<file path="src/hotflag_consts.vh">
// constants for the hot-time timer and event status block
`ifndef HOTFLAG_CONSTS_VH
`define HOTFLAG_CONSTS_VH

// register offsets
`define OFS_HOT_ASSERTION_TIME 8'h0F
`define OFS_EVENT_STATUS_FIRST 8'h10
`define OFS_EVENT_STATUS_SECOND 8'h11
`define OFS_EVENT_MASK_FIRST 8'h12
`define OFS_EVENT_MASK_SECOND 8'h13
`define OFS_HOT_TIME_LIMIT 8'h1E

// reset values
`define RST_HOT_ASSERTION_TIME 8'h00
`define RST_EVENT_STATUS 8'h00
`define RST_EVENT_MASK 8'h00
`define RST_HOT_TIME_LIMIT 8'h00

// first status register fields
`define S1_SECOND_FAN 0
`define S1_FIRST_FAN 1
`define S1_LOCAL 2
`define S1_FIRST_REMOTE 3
`define S1_SUPPLY 4
`define S1_SECOND_ANALOG 5
`define S1_FIRST_ANALOG 6
`define S1_SUMMARY 7

// second status register fields
`define S2_OVERTEMP 0
`define S2_HOT_TIME 1
`define S2_FIRST_DIODE 2
`define S2_SECOND_DIODE 3
`define S2_FIRST_THERMISTOR 4
`define S2_SECOND_THERMISTOR 5

// timing: clock period in ns, times in us
`define CLOCK_PERIOD_NS 10
`define HOT_TICK_US 22760
`define HOT_REPORT_US 45520
`define HOT_TICK_CYCLES (`HOT_TICK_US * 1000 / `CLOCK_PERIOD_NS)
`define HOT_REPORT_TICKS (`HOT_REPORT_US / `HOT_TICK_US)

`endif

</file>
<file path="src/hotflag_timer_and_status.v">
// hot-input duration timer, event status registers and alert gating
//
// Operation
// - upper seven bits time hot assertion
// - bit 0 sets on hot assertion
// - reading hot-time register clears bit 0
// - past 45.52 ms bit 0 joins count
// - each count step is 22.76 ms
// - fan stall flags in status bits 0,1
// - no stall flag while drive off
// - measurement limit flags in bits 2..6
// - limit flags clear on read once gone
// - status bit 7 ORs second status
// - second status bit 0 over-temperature
// - over-temperature clears itself below hysteresis
// - bit 1 sets past hot-time limit
// - diode faults in bits 2 and 3
// - thermistor faults in bits 4 and 5
// - second status bits 6,7 read zero
// - mask bits block alert, keep flags; masked second-status flags still alert via unmasked bit 7
// - zero limit flags hot immediately
`timescale 1ns/1ps
`include "hotflag_consts.vh"
module hotflag_timer_and_status #(
	parameter TICK_CYCLES = `HOT_TICK_CYCLES,
	parameter TICK_WIDTH = 22
) (
	input wire clock,
	input wire rst_n,
	// register access port
	input wire [7:0] regAddr,
	input wire regRdEn,
	input wire regWrEn,
	input wire [7:0] regWrData,
	output reg [7:0] regRdData,
	// monitor conditions from the measurement side
	input wire processorHotInputN,
	input wire hotPinIsInput,
	input wire firstFanSlow,
	input wire secondFanSlow,
	input wire firstFanDriveOff,
	input wire secondFanDriveOff,
	input wire localOutOfLimit,
	input wire firstRemoteOutOfLimit,
	input wire supplyOutOfLimit,
	input wire secondAnalogOutOfLimit,
	input wire firstAnalogOutOfLimit,
	input wire overtempExceeded,
	input wire overtempBelowHyst,
	input wire firstDiodeFault,
	input wire secondDiodeFault,
	input wire firstThermistorFault,
	input wire secondThermistorFault,
	// active-low alert level
	output reg alertN
);
	// largest reportable duration; the count sticks here
	localparam [7:0] COUNT_MAX = 8'hFF;
	// steps before the full count shows, cut to the register width on purpose
	localparam integer REPORT_INT = `HOT_REPORT_TICKS;
	localparam [7:0] REPORT_TICKS = REPORT_INT[7:0];

	// host-written control registers
	reg [7:0] maskFirst_r;
	reg [7:0] maskSecond_r;
	reg [7:0] hotLimit_r;

	// hot-time timer state
	reg hotPrev_r;
	reg assertFlag_r;
	reg [7:0] durCount_r;
	wire hotActive;
	wire hotRise;
	wire hotTick;
	wire [7:0] hotTimeValue;

	// status flags and read strobes
	wire [6:0] firstFlags;
	wire [5:0] secondFlags;
	reg overtemp_r;
	wire [7:0] statusFirst;
	wire [7:0] statusSecond;
	wire readHotTime;
	wire readFirst;
	wire readSecond;
	wire [6:0] firstSet;
	wire [6:0] firstHold;
	wire [5:1] secondSet;
	wire [5:1] secondHold;
	wire hotLimitReached;
	reg [7:0] rdMux;

	// the shared pin only times when configured as the hot input
	assign hotActive = hotPinIsInput & ~processorHotInputN;
	assign hotRise = hotActive & ~hotPrev_r;

	// read strobes; a read has its side effect in the cycle it is taken
	assign readHotTime = regRdEn && (regAddr == `OFS_HOT_ASSERTION_TIME);
	assign readFirst = regRdEn && (regAddr == `OFS_EVENT_STATUS_FIRST);
	assign readSecond = regRdEn && (regAddr == `OFS_EVENT_STATUS_SECOND);

	hot_tick_divider #(
		.CYCLES(TICK_CYCLES),
		.WIDTH(TICK_WIDTH)
	) u_tick (
		.clock(clock),
		.rst_n(rst_n),
		.run(hotActive),
		.tick(hotTick)
	);

	// previous level of the hot input for edge detection
	// resets to the idle level so no false rise follows reset
	always @(posedge clock or negedge rst_n) begin
		if (!rst_n) begin
			hotPrev_r <= 1'b0;
		end else begin
			hotPrev_r <= hotActive;
		end
	end

	// duration counting
	// restart on every new assertion; value holds after release for reading
	// count and flag are kept apart so a read can clear the flag alone
	always @(posedge clock or negedge rst_n) begin
		if (!rst_n) begin
			durCount_r <= `RST_HOT_ASSERTION_TIME;
		end else if (hotRise) begin
			durCount_r <= 8'h00;
		end else if (hotActive && hotTick && (durCount_r != COUNT_MAX)) begin
			durCount_r <= durCount_r + 8'h01;
		end
	end

	always @(posedge clock or negedge rst_n) begin
		if (!rst_n) begin
			assertFlag_r <= 1'b0;
		end else if (hotRise) begin
			assertFlag_r <= 1'b1;
		end else if (readHotTime) begin
			assertFlag_r <= 1'b0;
		end
	end

	// count takes whole register
	// below the report threshold only the flag shows, upper bits read zero
	assign hotTimeValue = (durCount_r >= REPORT_TICKS) ? durCount_r :
		{7'h00, assertFlag_r};

	// hot-time limit compare
	// a nonzero limit below 0xFF fires one step after the count reaches it; the count never passes 0xFF
	assign hotLimitReached = hotActive &&
		((hotLimit_r == 8'h00) || (durCount_r > hotLimit_r));

	assign firstSet[`S1_SECOND_FAN] = secondFanSlow & ~secondFanDriveOff;
	assign firstSet[`S1_FIRST_FAN] = firstFanSlow & ~firstFanDriveOff;
	assign firstSet[`S1_LOCAL] = localOutOfLimit;
	assign firstSet[`S1_FIRST_REMOTE] = firstRemoteOutOfLimit;
	assign firstSet[`S1_SUPPLY] = supplyOutOfLimit;
	assign firstSet[`S1_SECOND_ANALOG] = secondAnalogOutOfLimit;
	assign firstSet[`S1_FIRST_ANALOG] = firstAnalogOutOfLimit;

	// hold while fault live
	// fan flags have no hold, only a live stall keeps them over a read; measurement flags need the fault gone
	assign firstHold[`S1_SECOND_FAN] = 1'b0;
	assign firstHold[`S1_FIRST_FAN] = 1'b0;
	assign firstHold[`S1_LOCAL] = localOutOfLimit;
	assign firstHold[`S1_FIRST_REMOTE] = firstRemoteOutOfLimit;
	assign firstHold[`S1_SUPPLY] = supplyOutOfLimit;
	assign firstHold[`S1_SECOND_ANALOG] = secondAnalogOutOfLimit;
	assign firstHold[`S1_FIRST_ANALOG] = firstAnalogOutOfLimit;

	// second status events; each clears on read only once its cause is gone
	assign secondSet[`S2_HOT_TIME] = hotLimitReached;
	assign secondSet[`S2_FIRST_DIODE] = firstDiodeFault;
	assign secondSet[`S2_SECOND_DIODE] = secondDiodeFault;
	assign secondSet[`S2_FIRST_THERMISTOR] = firstThermistorFault;
	assign secondSet[`S2_SECOND_THERMISTOR] = secondThermistorFault;
	assign secondHold[`S2_HOT_TIME] = hotActive;
	assign secondHold[`S2_FIRST_DIODE] = firstDiodeFault;
	assign secondHold[`S2_SECOND_DIODE] = secondDiodeFault;
	assign secondHold[`S2_FIRST_THERMISTOR] = firstThermistorFault;
	assign secondHold[`S2_SECOND_THERMISTOR] = secondThermistorFault;

	// sticky cells for the first status register
	genvar gi;
	generate
		for (gi = 0; gi < 7; gi = gi + 1) begin : g_first
			sticky_flag_cell u_cell (
				.clock(clock),
				.rst_n(rst_n),
				.setEvent(firstSet[gi]),
				.clearRead(readFirst),
				.holdCond(firstHold[gi]),
				.flag(firstFlags[gi])
			);
		end
		// second status cells for bits 1..5; bit 0 clears by itself
		for (gi = 1; gi < 6; gi = gi + 1) begin : g_second
			sticky_flag_cell u_cell (
				.clock(clock),
				.rst_n(rst_n),
				.setEvent(secondSet[gi]),
				.clearRead(readSecond),
				.holdCond(secondHold[gi]),
				.flag(secondFlags[gi])
			);
		end
	endgenerate

	// self clear below hysteresis
	// reads do not touch this flag; only the temperature clears it
	always @(posedge clock or negedge rst_n) begin
		if (!rst_n) begin
			overtemp_r <= 1'b0;
		end else if (overtempExceeded) begin
			overtemp_r <= 1'b1;
		end else if (overtempBelowHyst) begin
			overtemp_r <= 1'b0;
		end
	end
	assign secondFlags[`S2_OVERTEMP] = overtemp_r;

	assign statusSecond = {2'b00, secondFlags};
	assign statusFirst = {(|secondFlags), firstFlags};

	// host writes to the limit and mask registers
	always @(posedge clock or negedge rst_n) begin
		if (!rst_n) begin
			maskFirst_r <= `RST_EVENT_MASK;
			maskSecond_r <= `RST_EVENT_MASK;
			hotLimit_r <= `RST_HOT_TIME_LIMIT;
		end else if (regWrEn) begin
			case (regAddr)
				`OFS_EVENT_MASK_FIRST: begin
					maskFirst_r <= regWrData;
				end
				`OFS_EVENT_MASK_SECOND: begin
					// upper bits have no flag behind them
					maskSecond_r <= {2'b00, regWrData[5:0]};
				end
				`OFS_HOT_TIME_LIMIT: begin
					hotLimit_r <= regWrData;
				end
				default: begin
					maskFirst_r <= maskFirst_r;
				end
			endcase
		end
	end

	// read multiplexer; unmapped offsets answer zero
	always @* begin
		case (regAddr)
			`OFS_HOT_ASSERTION_TIME: rdMux = hotTimeValue;
			`OFS_EVENT_STATUS_FIRST: rdMux = statusFirst;
			`OFS_EVENT_STATUS_SECOND: rdMux = statusSecond;
			`OFS_EVENT_MASK_FIRST: rdMux = maskFirst_r;
			`OFS_EVENT_MASK_SECOND: rdMux = maskSecond_r;
			`OFS_HOT_TIME_LIMIT: rdMux = hotLimit_r;
			default: rdMux = 8'h00;
		endcase
	end

	// read data registered; it shows the value from before the read's clear
	// a flag set in the reading cycle is missing here; the next read shows it
	always @(posedge clock or negedge rst_n) begin
		if (!rst_n) begin
			regRdData <= 8'h00;
		end else if (regRdEn) begin
			regRdData <= rdMux;
		end
	end

	// mask gates alert
	// flags still record; only the active-low alert level is masked
	// registered so the pin does not glitch while flags settle
	always @(posedge clock or negedge rst_n) begin
		if (!rst_n) begin
			alertN <= 1'b1;
		end else begin
			alertN <= ~(|((statusFirst & ~maskFirst_r) |
				(statusSecond & ~maskSecond_r)));
		end
	end
endmodule

</file>
<file path="src/hot_tick_divider.v">
// divider that pulses once per duration step while the hot input is held
`timescale 1ns/1ps
`include "hotflag_consts.vh"
module hot_tick_divider #(
	parameter CYCLES = `HOT_TICK_CYCLES,
	parameter WIDTH = 22
) (
	input wire clock,
	input wire rst_n,
	input wire run,
	output reg tick
);
	// end count cut to the counter width on purpose; CYCLES must fit WIDTH
	localparam integer LAST_INT = CYCLES - 1;
	localparam [WIDTH-1:0] LAST = LAST_INT[WIDTH-1:0];
	reg [WIDTH-1:0] count_r;

	// restarts whenever run drops, so each assertion is timed from its start
	always @(posedge clock or negedge rst_n) begin
		if (!rst_n) begin
			count_r <= {WIDTH{1'b0}};
			tick <= 1'b0;
		end else if (!run) begin
			count_r <= {WIDTH{1'b0}};
			tick <= 1'b0;
		end else if (count_r == LAST) begin
			count_r <= {WIDTH{1'b0}};
			tick <= 1'b1;
		end else begin
			count_r <= count_r + {{(WIDTH-1){1'b0}}, 1'b1};
			tick <= 1'b0;
		end
	end
endmodule

</file>
<file path="src/sticky_flag_cell.v">
// one sticky status flag with conditional clear on read
`timescale 1ns/1ps
module sticky_flag_cell (
	input wire clock,
	input wire rst_n,
	input wire setEvent,
	input wire clearRead,
	input wire holdCond,
	output reg flag
);
	// a set in the clearing cycle wins; a live condition blocks the clear
	always @(posedge clock or negedge rst_n) begin
		if (!rst_n) begin
			flag <= 1'b0;
		end else begin
			flag <= setEvent | (flag & ~(clearRead & ~holdCond));
		end
	end
endmodule

</file>
<file path="config.mk">
export PLATFORM = sky130hd
export DESIGN_NAME = hotflag_timer_and_status
export DESIGN_NICKNAME = d
export VERILOG_FILES = /design/src/hotflag_timer_and_status.v /design/src/hot_tick_divider.v /design/src/sticky_flag_cell.v
export VERILOG_INCLUDE_DIRS = /design/src
export SDC_FILE = /design/constraint.sdc
export NUM_CORES = 1
export LEC_CHECK = 0
export BUFFER_PORTS_ARGS = -buffer_cell sky130_fd_sc_hd__buf_2
export CELL_PAD_IN_SITES_DETAIL_PLACEMENT = 0
export CELL_PAD_IN_SITES_GLOBAL_PLACEMENT = 1
export CORE_ASPECT_RATIO = 1.1
export CORE_UTILIZATION = 46
export DETAILED_ROUTE_END_ITERATION = 7
export PLACE_DENSITY = 0.89
export SYNTH_ARGS = -nofsm -noshare
export SYNTH_HDL_FRONTEND = slang
export SYNTH_SLANG_ARGS = --single-unit
</file>
<file path="constraint.sdc">
create_clock -name clock -period 2 [get_ports clock]
set_clock_uncertainty 0.1 [all_clocks]
set_input_delay 0.5 -clock clock [delete_from_list [all_inputs] [get_ports clock]]
set_output_delay 0.5 -clock clock [all_outputs]
set_load 0.02 [all_outputs]
</file>
==> metrics.txt <==
Synth warnings 0; final setup vio count 0; Main synth FF type dfrtp_1; Critical Path Max Stage Delay 0.51 ns; Total GRT Usage 21.19%; Crit-path slowest cell or4_4; fraction of registers with async set/reset 100.0%; routed wire length 8730 um; hold depth 2; Core ar. 8364 um^2; row count 35; flops & latches, synth 77; setup TNS 0 ns; RSZ-0062 raised after global routing false; post-synth cell types 54; final hold vios 0; crit path launch type flip-flop; CTS tree done; Die H 99.25 um; Remaining DRCs 0; Via-to-Cell Ratio 5.467; initial antenna violation count 0; vias in the first global route 3066; share of cells above drive strength 1 30.07%; Setup WS pre-CTS 0.01010 ns; R2R depth 7; CP arrival 2.06 ns; H-tree Lvls 3; root buf cell clkbuf_8; final worst setup slack 0.09210 ns; Post-Syn Nets 409; pwr/cell area 641.9 nW/um^2; critical path required time 2.15 ns; Clock Tree Buf Depth 2; area delta synth->final 19.99%; Synth Cell Area 3955 um^2; via count 3007; pin count of the biggest net entering global routing 47; final instance area 4746 um^2; first-pass GRT wire length 14940 um; max cap viols 0; syn avg cell area 10.96 um^2; status finished clean; DP Area 4513 um^2; Setup crit end kind flip-flop; Setup Buffers After CTS 0; Finished Core Util 56.74%; Clock Latency Late Sink 0.36 ns; period utilisation layout 95.39%; post-route ant nets 0; drt wl/cell 15.87 um; Leak 0.002160 uW; die footprint 8973 um^2; post-synthesis sequential area ratio 48.75%; gp weighted congestion 0.8821; Final Max Tran Viols 0; Num CTS Buffers 9; peak supply drop 290.8 uV; Clock Pin Slew Worst Setup and Hold Paths 0.10 ns; Slew headroom 74.28%; 1st-pass router iterations 4; antenna diode count 0; global route overflow 0; Crit Path Class reg2reg; Most common cell on crit path nand2_2; Final min period 1.908 ns; Num Clock Sinks 77; dpl hpwl 6563 um; initial core utilization 47.28%; min-delay worst type in2reg; nets 482; initial DRC count 125; crit path max fanout 11; die width 90.41 um; synthesized instance count 361; Post-synth EDFFs 0; crit path cell chain ha_1 > and4_4 > nand2_2 > or4_4 > nand2_2 > buf_12 > nor2_1; Fmax achieved 524.1 MHz; I/O pins 46; PortBufs 45; Least-Margin Pin Slew 0.3847 ns
cells in the mapped netlist, types with 3 or more instances:
master     n  area, um^2
buf_2      4       20.02
o22ai_1    7       43.79
nand3_1   14       70.07
nor3_1     3       15.01
and4_1     3       26.28
mux4_2     6       135.1
dfrtp_1   76        1902
nor2b_1    4       25.02
xor2_1    14       122.6
ha_1      11       137.6
nor2_1    41       153.9
clkbuf_1   5       18.77
xnor2_1   13       113.9
a22oi_1    6       45.04
nand4_1    8       50.05
a21o_1    10       75.07
nand4b_1   3       26.28
nand2_1   15       56.30
a22o_1     8       70.07
o21ai_0    3       15.01
inv_1     31       116.4
mux2_2    22       247.7
nor4_1     5       31.28
a21oi_1   10       50.05
stage by stage:
stage	total power [uW]	hold WS [ns]	instances
2_1_floorplan	1763	0.1044	361
3_3_place_gp	1894	0.3103	533
3_5_place_dp	1902	0.3152	533
4_1_cts	3076	0.1885	550
5_1_grt	3178	0.1969	550
6_report	3046	0.1991	550
layout make-up:
class | instances | area [um^2]
tap | 111 | 138.9
inverter | 31 | 116.4
fill | 723 | 3618
sequential | 77 | 1928
clock buffer | 9 | 123.9
timing repair buffer | 73 | 490.5
clock inverter | 7 | 73.82
multi-input combinational | 242 | 1874
where the power goes:
part	internal [uW]	total (uW)	switching [uW]	leakage, uW
clock	496	1180	680	0.000102
sequential	1590	1620	29.5	0.000988
combinational	116	252	137	0.00107
total	2200	3050	846	0.00216
sequential cells by signal, indices dropped and copies added, names as in the netlist, 5 cells and up:
register,count
hotLimit_r,8
maskSecond_r,6
regRdData,8
g_first.u_cell.flag,7
durCount_r,8
maskFirst_r,8
u_tick.count_r,22
g_second.u_cell.flag,5
cells by family after synthesis:
family | synth area share, %
multiplexers | 9.934
AO/OA/AOI/OAI | 10.88
XOR/XNOR | 5.979
adder cells (fa/ha/maj) | 3.480
AND/OR/NAND/NOR | 16.48
flip-flops | 48.75
buffers and inverters | 4.492
critical path, delay by kind of cell (launching register included):
family | cells | cell delay, ns
and+or+nand+nor | 5 | 1.00
DFF | 1 | 0.39
adders and majority gates | 1 | 0.18
buffers and inverters | 1 | 0.14
routing by layer:
| layer | GRT usage (%) | routed length [um] | part of all wire (%) | up-vias |
|---|---|---|---|---|
| met5 | 0 | 0 | 0 | - |
| met4 | 10.67 | 310 | 3.6 | 0 |
| met3 | 3.593 | 357 | 4.1 | 21 |
| met2 | 34.76 | 4305 | 49 | 77 |
| met1 | 27.30 | 3758 | 43 | 1466 |
| li1 | - | - | - | 1443 |
layout by cell type, fill, tap and decap left out, types with 2 or more instances in the layout:
cell type  instances
a211oi_1           2
a21o_1            10
a21oi_1           10
a221oi_1           2
a222oi_1           2
a22o_1             8
a22oi_1            6
and3_1             2
and4_1             3
buf_12             4
buf_2             44
buf_4             24
clkbuf_8           9
dfrtp_1           76
ha_1              11
inv_1             31
inv_6              4
inv_8              2
mux2_2            22
mux4_2             6
nand2_1           15
nand2_2            2
nand3_1           14
nand4_1            8
nand4b_1           3
nor2_1            41
nor2b_1            4
nor3_1             3
nor4_1             4
nor4_2             3
o211ai_1           2
o21ai_0            3
o22ai_1            7
xnor2_1           13
xor2_1            14
what timing repair did:
item	in CTS	in global routing
resized for setup	1	2
endpoints found under the setup margin	4	2
hold buffers	1	0
hold endpoints to repair	19	0
pin swaps	0	0
path summary, 6_finish.rpt:
| path | startpoint | end | slack, ns |
|---|---|---|---|
| worst max register to register | u_tick.count_r[1] | u_tick.count_r[2] | 0.09 |
| worst min register to register | assertFlag_r | assertFlag_r | 0.39 |
| worst min-delay path | overtempBelowHyst | overtemp_r | 0.20 |
| max in group asynchronous | rst_n | durCount_r[6] | 0.80 |
| min in group asynchronous | rst_n | g_first[4].u_cell.flag | 0.46 |
| worst max-delay path | u_tick.count_r[1] | u_tick.count_r[2] | 0.09 |
Note: power is estimated with default switching activity, not from simulation.
